$ cat src/rtl/zcb_consts.svh
// constants for the zero-compare branch unit: opcodes, fields, offsets
// assumes a 32-bit instruction word and 64-bit program counter and data
`ifndef ZCB_CONSTS_SVH
`define ZCB_CONSTS_SVH

`define ZCB_OP_HI        31
`define ZCB_OP_LO        26
`define ZCB_RS_HI        25
`define ZCB_RS_LO        21
`define ZCB_RT_HI        20
`define ZCB_RT_LO        16
`define ZCB_OFS_HI       15
`define ZCB_SIGN32       31
`define ZCB_SIGN64       63
`define ZCB_EXT32        14
`define ZCB_EXT64        46
`define ZCB_OP_REGISTER_IMMEDIATE_OPCODE_GROUP    6'h01
`define ZCB_OP_POS       6'h07
`define ZCB_OP_POS_LK    6'h17
`define ZCB_RT_NN_LINK   5'h13
`define ZCB_RT_NN        5'h03
`define ZCB_RT_ZERO      5'h00
`define ZCB_LINK_IDX     5'h1F
`define ZCB_SLOT_OFS     64'h0000_0000_0000_0004
`define ZCB_LINK_OFS     64'h0000_0000_0000_0008

`endif

$ cat src/rtl/zcb_pkg.sv
// types shared by the zero-compare branch unit modules
// assumes the constants header is compiled alongside
package zcb_pkg;

  typedef struct packed {
    logic        valid;
    logic [31:0] word;
    logic [63:0] pc;
    logic [63:0] rs_data;
  } zcb_issue_t;

  typedef struct packed {
    logic        valid;
    logic        link;
    logic        likely;
    logic        positive;
  } zcb_dec_t;

  typedef struct packed {
    logic        valid;
    logic [63:0] pc;
  } zcb_redirect_t;

  typedef struct packed {
    logic        we;
    logic [4:0]  idx;
    logic [63:0] data;
  } zcb_link_t;

  typedef enum logic [1:0] {
    ZCB_ST_IDLE,
    ZCB_ST_SLOT,
    ZCB_ST_KILL
  } zcb_state_t;

endpackage

$ cat src/rtl/zcb_branch_unit.sv
// decode and execute of the four zero-compare branches
// assumes instructions arrive one per cycle with the register operand read;
// the delay slot is the next issued instruction after a branch
`timescale 1ns/10ps
`include "zcb_consts.svh"
module zcb_branch_unit
  import zcb_pkg::*;
(
  // clock and reset
  input  wire logic    clk_in,
  input  wire logic    rst_n_in,
  // issue side
  input  wire zcb_issue_t issue_in,
  input  wire logic    mode64_in,
  // results
  output zcb_redirect_t redirect_out,
  output zcb_link_t    link_out,
  output logic         nullify_out,
  output logic         slot_out
);

  function automatic zcb_dec_t zcb_decode(input logic [31:0] w);
    logic [5:0] op;
    logic [4:0] rt;
    zcb_dec_t   d;
    op = w[`ZCB_OP_HI:`ZCB_OP_LO];
    rt = w[`ZCB_RT_HI:`ZCB_RT_LO];
    d  = '0;
    if (op == `ZCB_OP_REGISTER_IMMEDIATE_OPCODE_GROUP && rt == `ZCB_RT_NN_LINK) begin
      d.valid  = 1'b1;
      d.link   = 1'b1;
      d.likely = 1'b1;
    end else if (op == `ZCB_OP_REGISTER_IMMEDIATE_OPCODE_GROUP && rt == `ZCB_RT_NN) begin
      d.valid  = 1'b1;
      d.likely = 1'b1;
    end else if (op == `ZCB_OP_POS && rt == `ZCB_RT_ZERO) begin
      d.valid    = 1'b1;
      d.positive = 1'b1;
    end else if (op == `ZCB_OP_POS_LK && rt == `ZCB_RT_ZERO) begin
      d.valid    = 1'b1;
      d.positive = 1'b1;
      d.likely   = 1'b1;
    end
    return d;
  endfunction

  // 32-bit mode addresses live sign-extended in the 64-bit program counter
  function automatic logic [63:0] zcb_fit(input logic [63:0] a,
                                          input logic        m64);
    return m64 ? a : {{32{a[31]}}, a[31:0]};
  endfunction

  zcb_dec_t      dec_w;
  logic          cond_w;
  logic          take_w;
  logic [63:0]   disp_w;
  logic [63:0]   slot_pc_w;
  logic [63:0]   target_w;
  logic [63:0]   ret_w;
  logic [15:0]   ofs_w;

  zcb_state_t    st_r;
  zcb_state_t    st_nxt;
  zcb_redirect_t red_r;
  zcb_redirect_t red_nxt;
  zcb_link_t     link_r;
  zcb_link_t     link_nxt;
  logic          null_r;
  logic          null_nxt;
  logic          slot_r;
  logic          slot_nxt;

  zcb_cond u_cond (
    .clk_in      (clk_in),
    .rst_n_in    (rst_n_in),
    .rs_data_in  (issue_in.rs_data),
    .mode64_in   (mode64_in),
    .positive_in (dec_w.positive),
    .cond_out    (cond_w)
  );

  always_comb begin
    dec_w  = zcb_decode(issue_in.word);
    ofs_w  = issue_in.word[`ZCB_OFS_HI:0];
    if (mode64_in) begin
      disp_w = {{`ZCB_EXT64{ofs_w[15]}}, ofs_w, 2'b00};
    end else begin
      disp_w = {{32{ofs_w[15]}},
                {`ZCB_EXT32{ofs_w[15]}}, ofs_w, 2'b00};
    end
    slot_pc_w = issue_in.pc + `ZCB_SLOT_OFS;
    target_w  = zcb_fit(slot_pc_w + disp_w, mode64_in);
    ret_w     = zcb_fit(issue_in.pc + `ZCB_LINK_OFS, mode64_in);
    // an instruction in a slot is never decoded as a branch; a killed slot
    // must leave no trace, and a branch in a live slot is undefined anyway
    take_w = issue_in.valid && dec_w.valid
             && (st_r == ZCB_ST_IDLE);
  end

  always_comb begin
    red_nxt.valid = take_w && cond_w;
    red_nxt.pc    = take_w ? target_w : red_r.pc;
    null_nxt      = take_w && dec_w.likely && !cond_w;
    // source register 31 is not checked: the write simply goes ahead
    link_nxt.we   = take_w && dec_w.link;
    link_nxt.idx  = `ZCB_LINK_IDX;
    link_nxt.data = (take_w && dec_w.link) ? ret_w : link_r.data;
    // slot flag has its own flop so the output comes straight from a register
    slot_nxt      = take_w;
    st_nxt        = ZCB_ST_IDLE;
    if (take_w) begin
      st_nxt = null_nxt ? ZCB_ST_KILL : ZCB_ST_SLOT;
    end
  end

  always_ff @(posedge clk_in or negedge rst_n_in) begin
    if (!rst_n_in) begin
      st_r   <= ZCB_ST_IDLE;
      red_r  <= '0;
      link_r <= '0;
      null_r <= 1'b0;
      slot_r <= 1'b0;
    end else begin
      st_r   <= st_nxt;
      red_r  <= red_nxt;
      link_r <= link_nxt;
      null_r <= null_nxt;
      slot_r <= slot_nxt;
    end
  end

  assign redirect_out = red_r;
  assign link_out     = link_r;
  assign nullify_out  = null_r;
  assign slot_out     = slot_r;
endmodule

$ cat src/rtl/zcb_cond.sv
// branch condition of a zero compare on one source register value
// purely combinational; fed from the same clock as the caller
`timescale 1ns/10ps
`include "zcb_consts.svh"
module zcb_cond
  import zcb_pkg::*;
(
  // check clock for the embedded assertions only
  input  wire logic        clk_in,
  input  wire logic        rst_n_in,
  // operand and mode
  input  wire logic [63:0] rs_data_in,
  input  wire logic        mode64_in,
  input  wire logic        positive_in,
  // result
  output logic             cond_out
);

  logic sign_w;
  logic nonzero_w;

  always_comb begin
    sign_w    = mode64_in ? rs_data_in[`ZCB_SIGN64]
                          : rs_data_in[`ZCB_SIGN32];
    nonzero_w = mode64_in ? (|rs_data_in)
                          : (|rs_data_in[`ZCB_SIGN32:0]);
    cond_out  = !sign_w && (!positive_in || nonzero_w);
  end
endmodule

$ cat config.mk
export PLATFORM = sky130hd
export DESIGN_NAME = zcb_branch_unit
export DESIGN_NICKNAME = d
export VERILOG_FILES = /design/src/rtl/zcb_pkg.sv /design/src/rtl/zcb_branch_unit.sv /design/src/rtl/zcb_cond.sv
export VERILOG_INCLUDE_DIRS = /design/src /design/src/rtl
export SDC_FILE = /design/constraint.sdc
export NUM_CORES = 1
export LEC_CHECK = 0
export BUFFER_PORTS_ARGS = -buffer_cell sky130_fd_sc_hd__buf_2
export CORE_ASPECT_RATIO = 0.9
export CORE_MARGIN = 8
export CORE_UTILIZATION = 43
export CTS_CLUSTER_DIAMETER = 200
export DETAILED_ROUTE_END_ITERATION = 16
export PLACE_DENSITY = 0.8
export RECOVER_POWER = 100
export SLEW_MARGIN = 20
export SYNTH_ARGS = -nofsm -noshare
export SYNTH_HDL_FRONTEND = slang
export SYNTH_SLANG_ARGS = --single-unit
$ cat constraint.sdc
create_clock -name clk_in -period 1.9 [get_ports clk_in]
set_input_delay 0.19 -clock clk_in [delete_from_list [all_inputs] [get_ports clk_in]]
set_output_delay 0.19 -clock clk_in [all_outputs]
set_load 0.02 [all_outputs]
=== Word level (Yosys, flattened, before mapping) ===
Index checks and enable logic that the tools add are counted.

* Add/subtract/negate cells: 3
* Multiply operators: 0
* Div/mod/pow operators: 0
* Magnitude comparators: 0
* Eq/ne operators: 5
* Shift-type cells: 0
* Multiplexer cells: 18
* Bitwise operators: 0
* Reductions and logical operators: 19

{| class="wikitable"
|+ Operator list
! cell !! number
|-
| $mux 64 || 2
|-
| $add 64x3->64 const B || 1
|-
| $add 64x4->64 const B || 1
|-
| $add 64x64->64 || 1
|-
| $reduce_or 64->1 || 1
|-
| $reduce_or 32->1 || 1
|-
| $mux 1 || 13
|-
| $logic_and 1x1->1 || 11
|-
| $eq 6x1->1 const B || 1
|-
| $eq 6x3->1 const B || 1
|-
| $eq 6x5->1 const B || 1
|-
| $mux 2 || 3
|-
| $eq 5x2->1 const B || 1
|-
| $eq 5x5->1 const B || 1
|-
| $logic_not 5->1 || 1
|-
| $logic_not 1->1 || 3
|-
| $logic_not 2->1 || 1
|-
| $logic_or 1x1->1 || 1
|}

* Register bits: 135
* Bits in latches: 0
* RAM bits: 0
* ROM bits: 0
* Input port bits: 164
* Output and inout port bits: 137
* Memories kept: 0

=== Longest topological paths before layout ===
* Word-level depth: 13
* Gate-level depth with buffers: 17
* Depth with buffers taken out: 16

=== Modules after synthesis ===
Synthesis repeated with hierarchy kept, for this count alone.

* Cells, all modules: 1344
* Area, all modules: 11104.4 µm²

{| class="wikitable"
|+ By module, submodules not included
! module !! instances !! cells an instance !! area an instance (µm²) !! seq. area each (µm²)
|-
| zcb_branch_unit || 1 || 1319 || 10929.2 || 3378.2
|-
| zcb_cond || 1 || 25 || 175.2 || 0.0
|}

=== Least setup slack after synthesis ===
Ideal clock, no wire load.

* Kind: input to register
* Start point: input issue_in[67] in the netlist's numbering
* End point: register red_r (netlist bit redirect_out[61])
* Library setup time: 0.123 ns
* Arrival time: 3.263 ns
* Path slack: -1.486 ns
* Stages: 14
* Path buffers: 0
* Cells stage by stage: ha_1 -> ha_1 -> fa_1 -> a21o_1 -> a21oi_2 -> o221ai_4 -> a311oi_4 -> o31ai_4 -> a21oi_4 -> xnor2_4 -> nor2_4 -> or4_1 -> a21oi_1 -> nor4bb_1

* Word-level cells in the longest chain between the ends: 3

{| class="wikitable"
|+ RTL lines
! what !! RTL line !! RTL
|-
| from (decl) || zcb_branch_unit.sv:13 || <nowiki>input wire zcb_issue_t issue_in,</nowiki>
|-
| $add 64x3->64 (no line) || n/a ||
|-
| $add 64x64->64 || zcb_branch_unit.sv:92 || <nowiki>target_w = zcb_fit(slot_pc_w + disp_w, mode64_in);</nowiki>
|-
| $mux 64 || zcb_branch_unit.sv:50 || <nowiki>return m64 ? a : {{32{a[31]}}, a[31:0]};</nowiki>
|-
| to (signal assigned) || zcb_branch_unit.sv:125 || <nowiki>red_r <= red_nxt;</nowiki>
|-
| to (decl) || zcb_branch_unit.sv:64 || <nowiki>zcb_redirect_t red_r;</nowiki>
|}

Every way passes these cells.
A chain may end at the register's enable or synchronous reset.

=== Worst setup path after layout ===
* Start point: input issue_in[80] in the netlist's numbering
* End point: register red_r (netlist bit redirect_out[61])

The elaborated chain is that of the path after synthesis.

==> summary.txt <==
Status
  – Status: complete, but fails checks
  – Failing checks: negative setup slack

Synthesis
  – Post-synthesis async set-or-reset flop share: between 90% and 100%
  – Distinct cells, synth: 73
  – Top_reg_cell synth: dfrtp_1
  – Fraction of the mapped netlist area in compound gates: 19.7%
  – Net Count, Synth: 1585
  – Post-Synthesis Cells: 1298
  – Area leader, netlist: dfrtp_1
  – Post-Synth XOR/XNOR Area: under 10%
  – Post-synthesis simple-gate area fraction: a little over a fifth
  – Seq/Total Area, Yosys: 31.4%
  – Main combinational cell family by area after synthesis: simple AND/OR/NAND/NOR gates
  – Post-Syn Area: about 0.011 sq mm
  – Yosys warning total: 0
  – Synth area leaders: dfrtp_1, ha_1, a21oi_1, nor2_1, nand2_1
  – Mux share of post-synthesis cell area: 0.791%
  – Synth top area share: a little under a third
  – Synthesized flop and latch total: 135
  – EDFF count, synth: 0
  – Average size of a mapped cell: 8.29 sq um
  – Synth Area in Adders: between 10 and 15%

Critical path
  – Crit path launch type: input pin
  – Worst path cell trace: buf_2, ha_1, ha_1, a21o_1, a21o_1, a21oi_2, o211a_1, o31ai_4, a21oi_4, xnor2_4, nor2_4, or4_4, a21oi_2, nor4bb_1
  – Critical path arrival: between 3 and 4 ns
  – R2R cell count: 8
  – Reg2reg setup slack: -0.24 ns
  – Worst reg2reg endpoint: link_out[33]$_DFFE_PN0P_
  – Crit-path max FO: 5
  – Worst setup EP type: flop
  – Worst path max stage delay: between 0.5 and 0.6 ns
  – Setup CP Type: in2reg
  – FF-to-FF Start: st_r[1]$_DFF_PN0_
  – Critical path required time: 2.22 ns
  – Worst path slowest cell: or4_4

Die
  – Die W: between 150 and 200 um
  – Die area: just over 0.03 sq mm
  – Total core area: ~0.025 sq mm
  – Starting density of the core: 43.3%
  – # rows: 55
  – Die height: between 150 and 200 um
  – Io pins: approximately 300

Timing
  – Hold Slack: approximately 0.045 ns
  – Final worst path period share: 150%
  – Max transition margin: 20.9%
  – Tmin final: between 2 and 3 ns
  – PnR worst setup slack: -0.955 ns
  – Worst Clk Skew: ~0.0081 ns
  – Least-Margin Pin Slew: roughly 1.2 ns
  – Final Hold Violating Endpoints: 0
  – # setup viols final: 93
  – Final-report max-slew violation count: 0
  – RSZ-0062 raised after global routing: yes
  – Maximum clock frequency: 350 MHz

Power
  – NetSw: between 3 and 4 mW
  – Share of power burned in registers: 27.0%
  – Peak supply drop: between 0.4 and 0.5 mV
  – Power Dens Cells: roughly 640 mW/mm^2
  – Clock Power Share: a little under a third
  – Sw Share: a little over a third
  – P_int: approximately 7.2 mW
  – Combinational share of power: between 40% and 50%
  – Leakage: 8.37 nW

Clocking
  – CTS Buf Count: 17
  – Clock transition at path regs: roughly 0.070 ns
  – Root Driver: clkbuf_16
  – TritonCTS clock tree: yes
  – Sink Count: 135
  – Clock Latency Late Sink: roughly 0.44 ns
  – Clock Path Buffers: 2
  – Depth of the CTS H-tree: 4

Worst hold path
  – Hold depth: 3
  – Hold Path Class: in2reg
  – Hold Crit Start: issue_in[67]
  – Hold endpoint: link_out[3]$_DFFE_PN0P_

GRT
  – Grt total ovfl: 0
  – Global-route wire length before repair: between 60000 and 70000 um
  – Total GRT Usage: about a quarter
  – Largest net degree at the start of global routing: 82
  – Number of global-route vias before repair: between 10000 and 15000
  – Initial antenna violation count: 2

Flow run
  – MaxCap Viol Count: 0

Place
  – DP Wirelength: about 31000 um
  – GP Congestion: 0.926
  – IO Port Bufs: 295

Route
  – Via count: 12400
  – Via density: between 5 and 6
  – Post-route ant nets: 0
  – Routed wire length: 42600 um
  – DRC Markers: 0
  – DRT Pass-1 Iters: 7
  – Initial drt markers: around 800
  – WL per Instance: between 15 and 20 um

Final layout
  – Share of layout cells above drive strength 1: roughly two fifths
  – ANT cells: 0
  – Final core utilization: between 70% and 80%
  – Area grow syn2layout: 62.7%
  – Fin nets: 2215
==> Yosys cell counts (6+ instances only) <==
| cell type | number |
|---|---|
| nor2_1 | 170 |
| ha_1 | 122 |
| xnor2_1 | 51 |
| nor2b_1 | 7 |
| a31oi_1 | 12 |
| nand3_1 | 33 |
| nor4_1 | 18 |
| o21bai_1 | 8 |
| nand4_1 | 26 |
| and2_1 | 9 |
| buf_2 | 9 |
| xor2_1 | 59 |
| nand2_1 | 154 |
| inv_1 | 37 |
| nor3_1 | 17 |
| clkbuf_1 | 45 |
| a21o_1 | 33 |
| dfrtp_1 | 135 |
| o21ai_0 | 67 |
| a21oi_1 | 155 |
| or3_1 | 6 |
| and3_1 | 20 |
==> cell type report <==
class | count | area (sq um)
Multi-Input combinational cell | 1065 | 8490
Fill cell | 1853 | 7350
Timing Repair Buffer | 672 | 4460
Sequential cell | 135 | 3380
Clock buffer | 18 | 439
Tap cell | 342 | 428
Clock inverter | 14 | 164
Inverter | 37 | 139
==> cells by family after synthesis <==
kind of cell / after synthesis
simple gates: 489
compound gates: 333
flops: 135
fa+ha+maj: 123
xor+xnor: 111
buf+inv: 98
mux: 8
other cells: 1
==> layout by cell type, fill, tap and decap left out, drive strengths merged, types with 6 or more instances in the layout <==
| cell | synthesis | routed |
|---|---|---|
| clkbuf | 45 | 164 |
| or3 | 6 | 6 |
| nor2 | 171 | 171 |
| o211ai | 6 | 6 |
| a31oi | 12 | 12 |
| inv | 37 | 44 |
| and2 | 9 | 9 |
| nor2b | 7 | 7 |
| ha | 122 | 122 |
| xnor2 | 52 | 52 |
| xor2 | 59 | 59 |
| nor4 | 18 | 18 |
| o221ai | 6 | 6 |
| nor3 | 18 | 18 |
| a21o | 33 | 33 |
| o21bai | 8 | 8 |
| buf | 16 | 522 |
| nand3 | 33 | 33 |
| a21oi | 158 | 158 |
| dfrtp | 135 | 135 |
| nand4 | 26 | 26 |
| o21ai | 71 | 71 |
| and3 | 21 | 21 |
| nand2 | 154 | 154 |
==> layer usage <==
metal	GRT usage, %	part of all wire [%]	up-vias
met3	6.19	6.6	95
met4	8.51	2.8	4
met5	0	0.052	-
met2	42.7	49	417
li1	-	-	5856
met1	31.8	41	6033
==> power by group through the flow <==
| stage | sequential [mW] | clock (mW) | combinational (mW) |
|---|---|---|---|
| after detailed placement | 3.06 | 0 | 3.74 |
| after global placement | 3.05 | 0 | 3.69 |
| after global routing | 3.02 | 3.65 | 4.96 |
| after CTS | 3.00 | 3.56 | 4.09 |
| after floorplan | 3.15 | 0 | 1.86 |
| final | 3.01 | 3.49 | 4.64 |
==> metrics by stage <==
stage	power [mW]	cells	TNS (ns)	worst slack [ns]	instance area (sq um)
after floorplan	5.01	1298	-36.83	-1.24	11200
after global placement	6.74	2196	-81.50	-1.71	15300
after detailed placement	6.80	2196	-88.66	-1.82	15300
after CTS	10.7	2250	-33.22	-0.959	16600
after global routing	11.6	2283	-49.88	-1.03	17500
final	11.1	2283	-35.76	-0.955	17500
==> sequential cells by signal (all words and copies together) (netlist names) <==
register and cells:
redirect_out 65, nullify_out 1, slot_out 1, link_out 66
st_r 2
==> worst max path at each step <==
stage	slack, ns	to	start
final	-0.96	redirect_out[61]$_DFFE_PN0P_	issue_in[80]
after global routing	-1.03	redirect_out[61]$_DFFE_PN0P_	issue_in[80]
after CTS	-0.96	redirect_out[61]$_DFFE_PN0P_	issue_in[129]
after detailed placement	-1.82	redirect_out[60]$_DFFE_PN0P_	issue_in[143]
after global placement	-1.71	redirect_out[62]$_DFFE_PN0P_	issue_in[143]
after floorplan	-1.24	redirect_out[61]$_DFFE_PN0P_	issue_in[67]
==> repair_timing <==
action	CTS	global route
hold buffers	3	1
cloned	0	3
endpoints found under the hold margin	139	1
endpoints found under the setup margin	62	90
pin swaps	61	133
resized for setup	105	184
setup buffers	19	34
==> worst max-delay path, delay by kind of cell <==
kind	cells	cell delay, ns
compound gates	7	1.29
simple gates	3	0.70
xor+xnor	1	0.17
fa+ha+maj	2	0.69
buf+inv	1	0.12
Note: power is estimated with default switching activity, not from simulation.
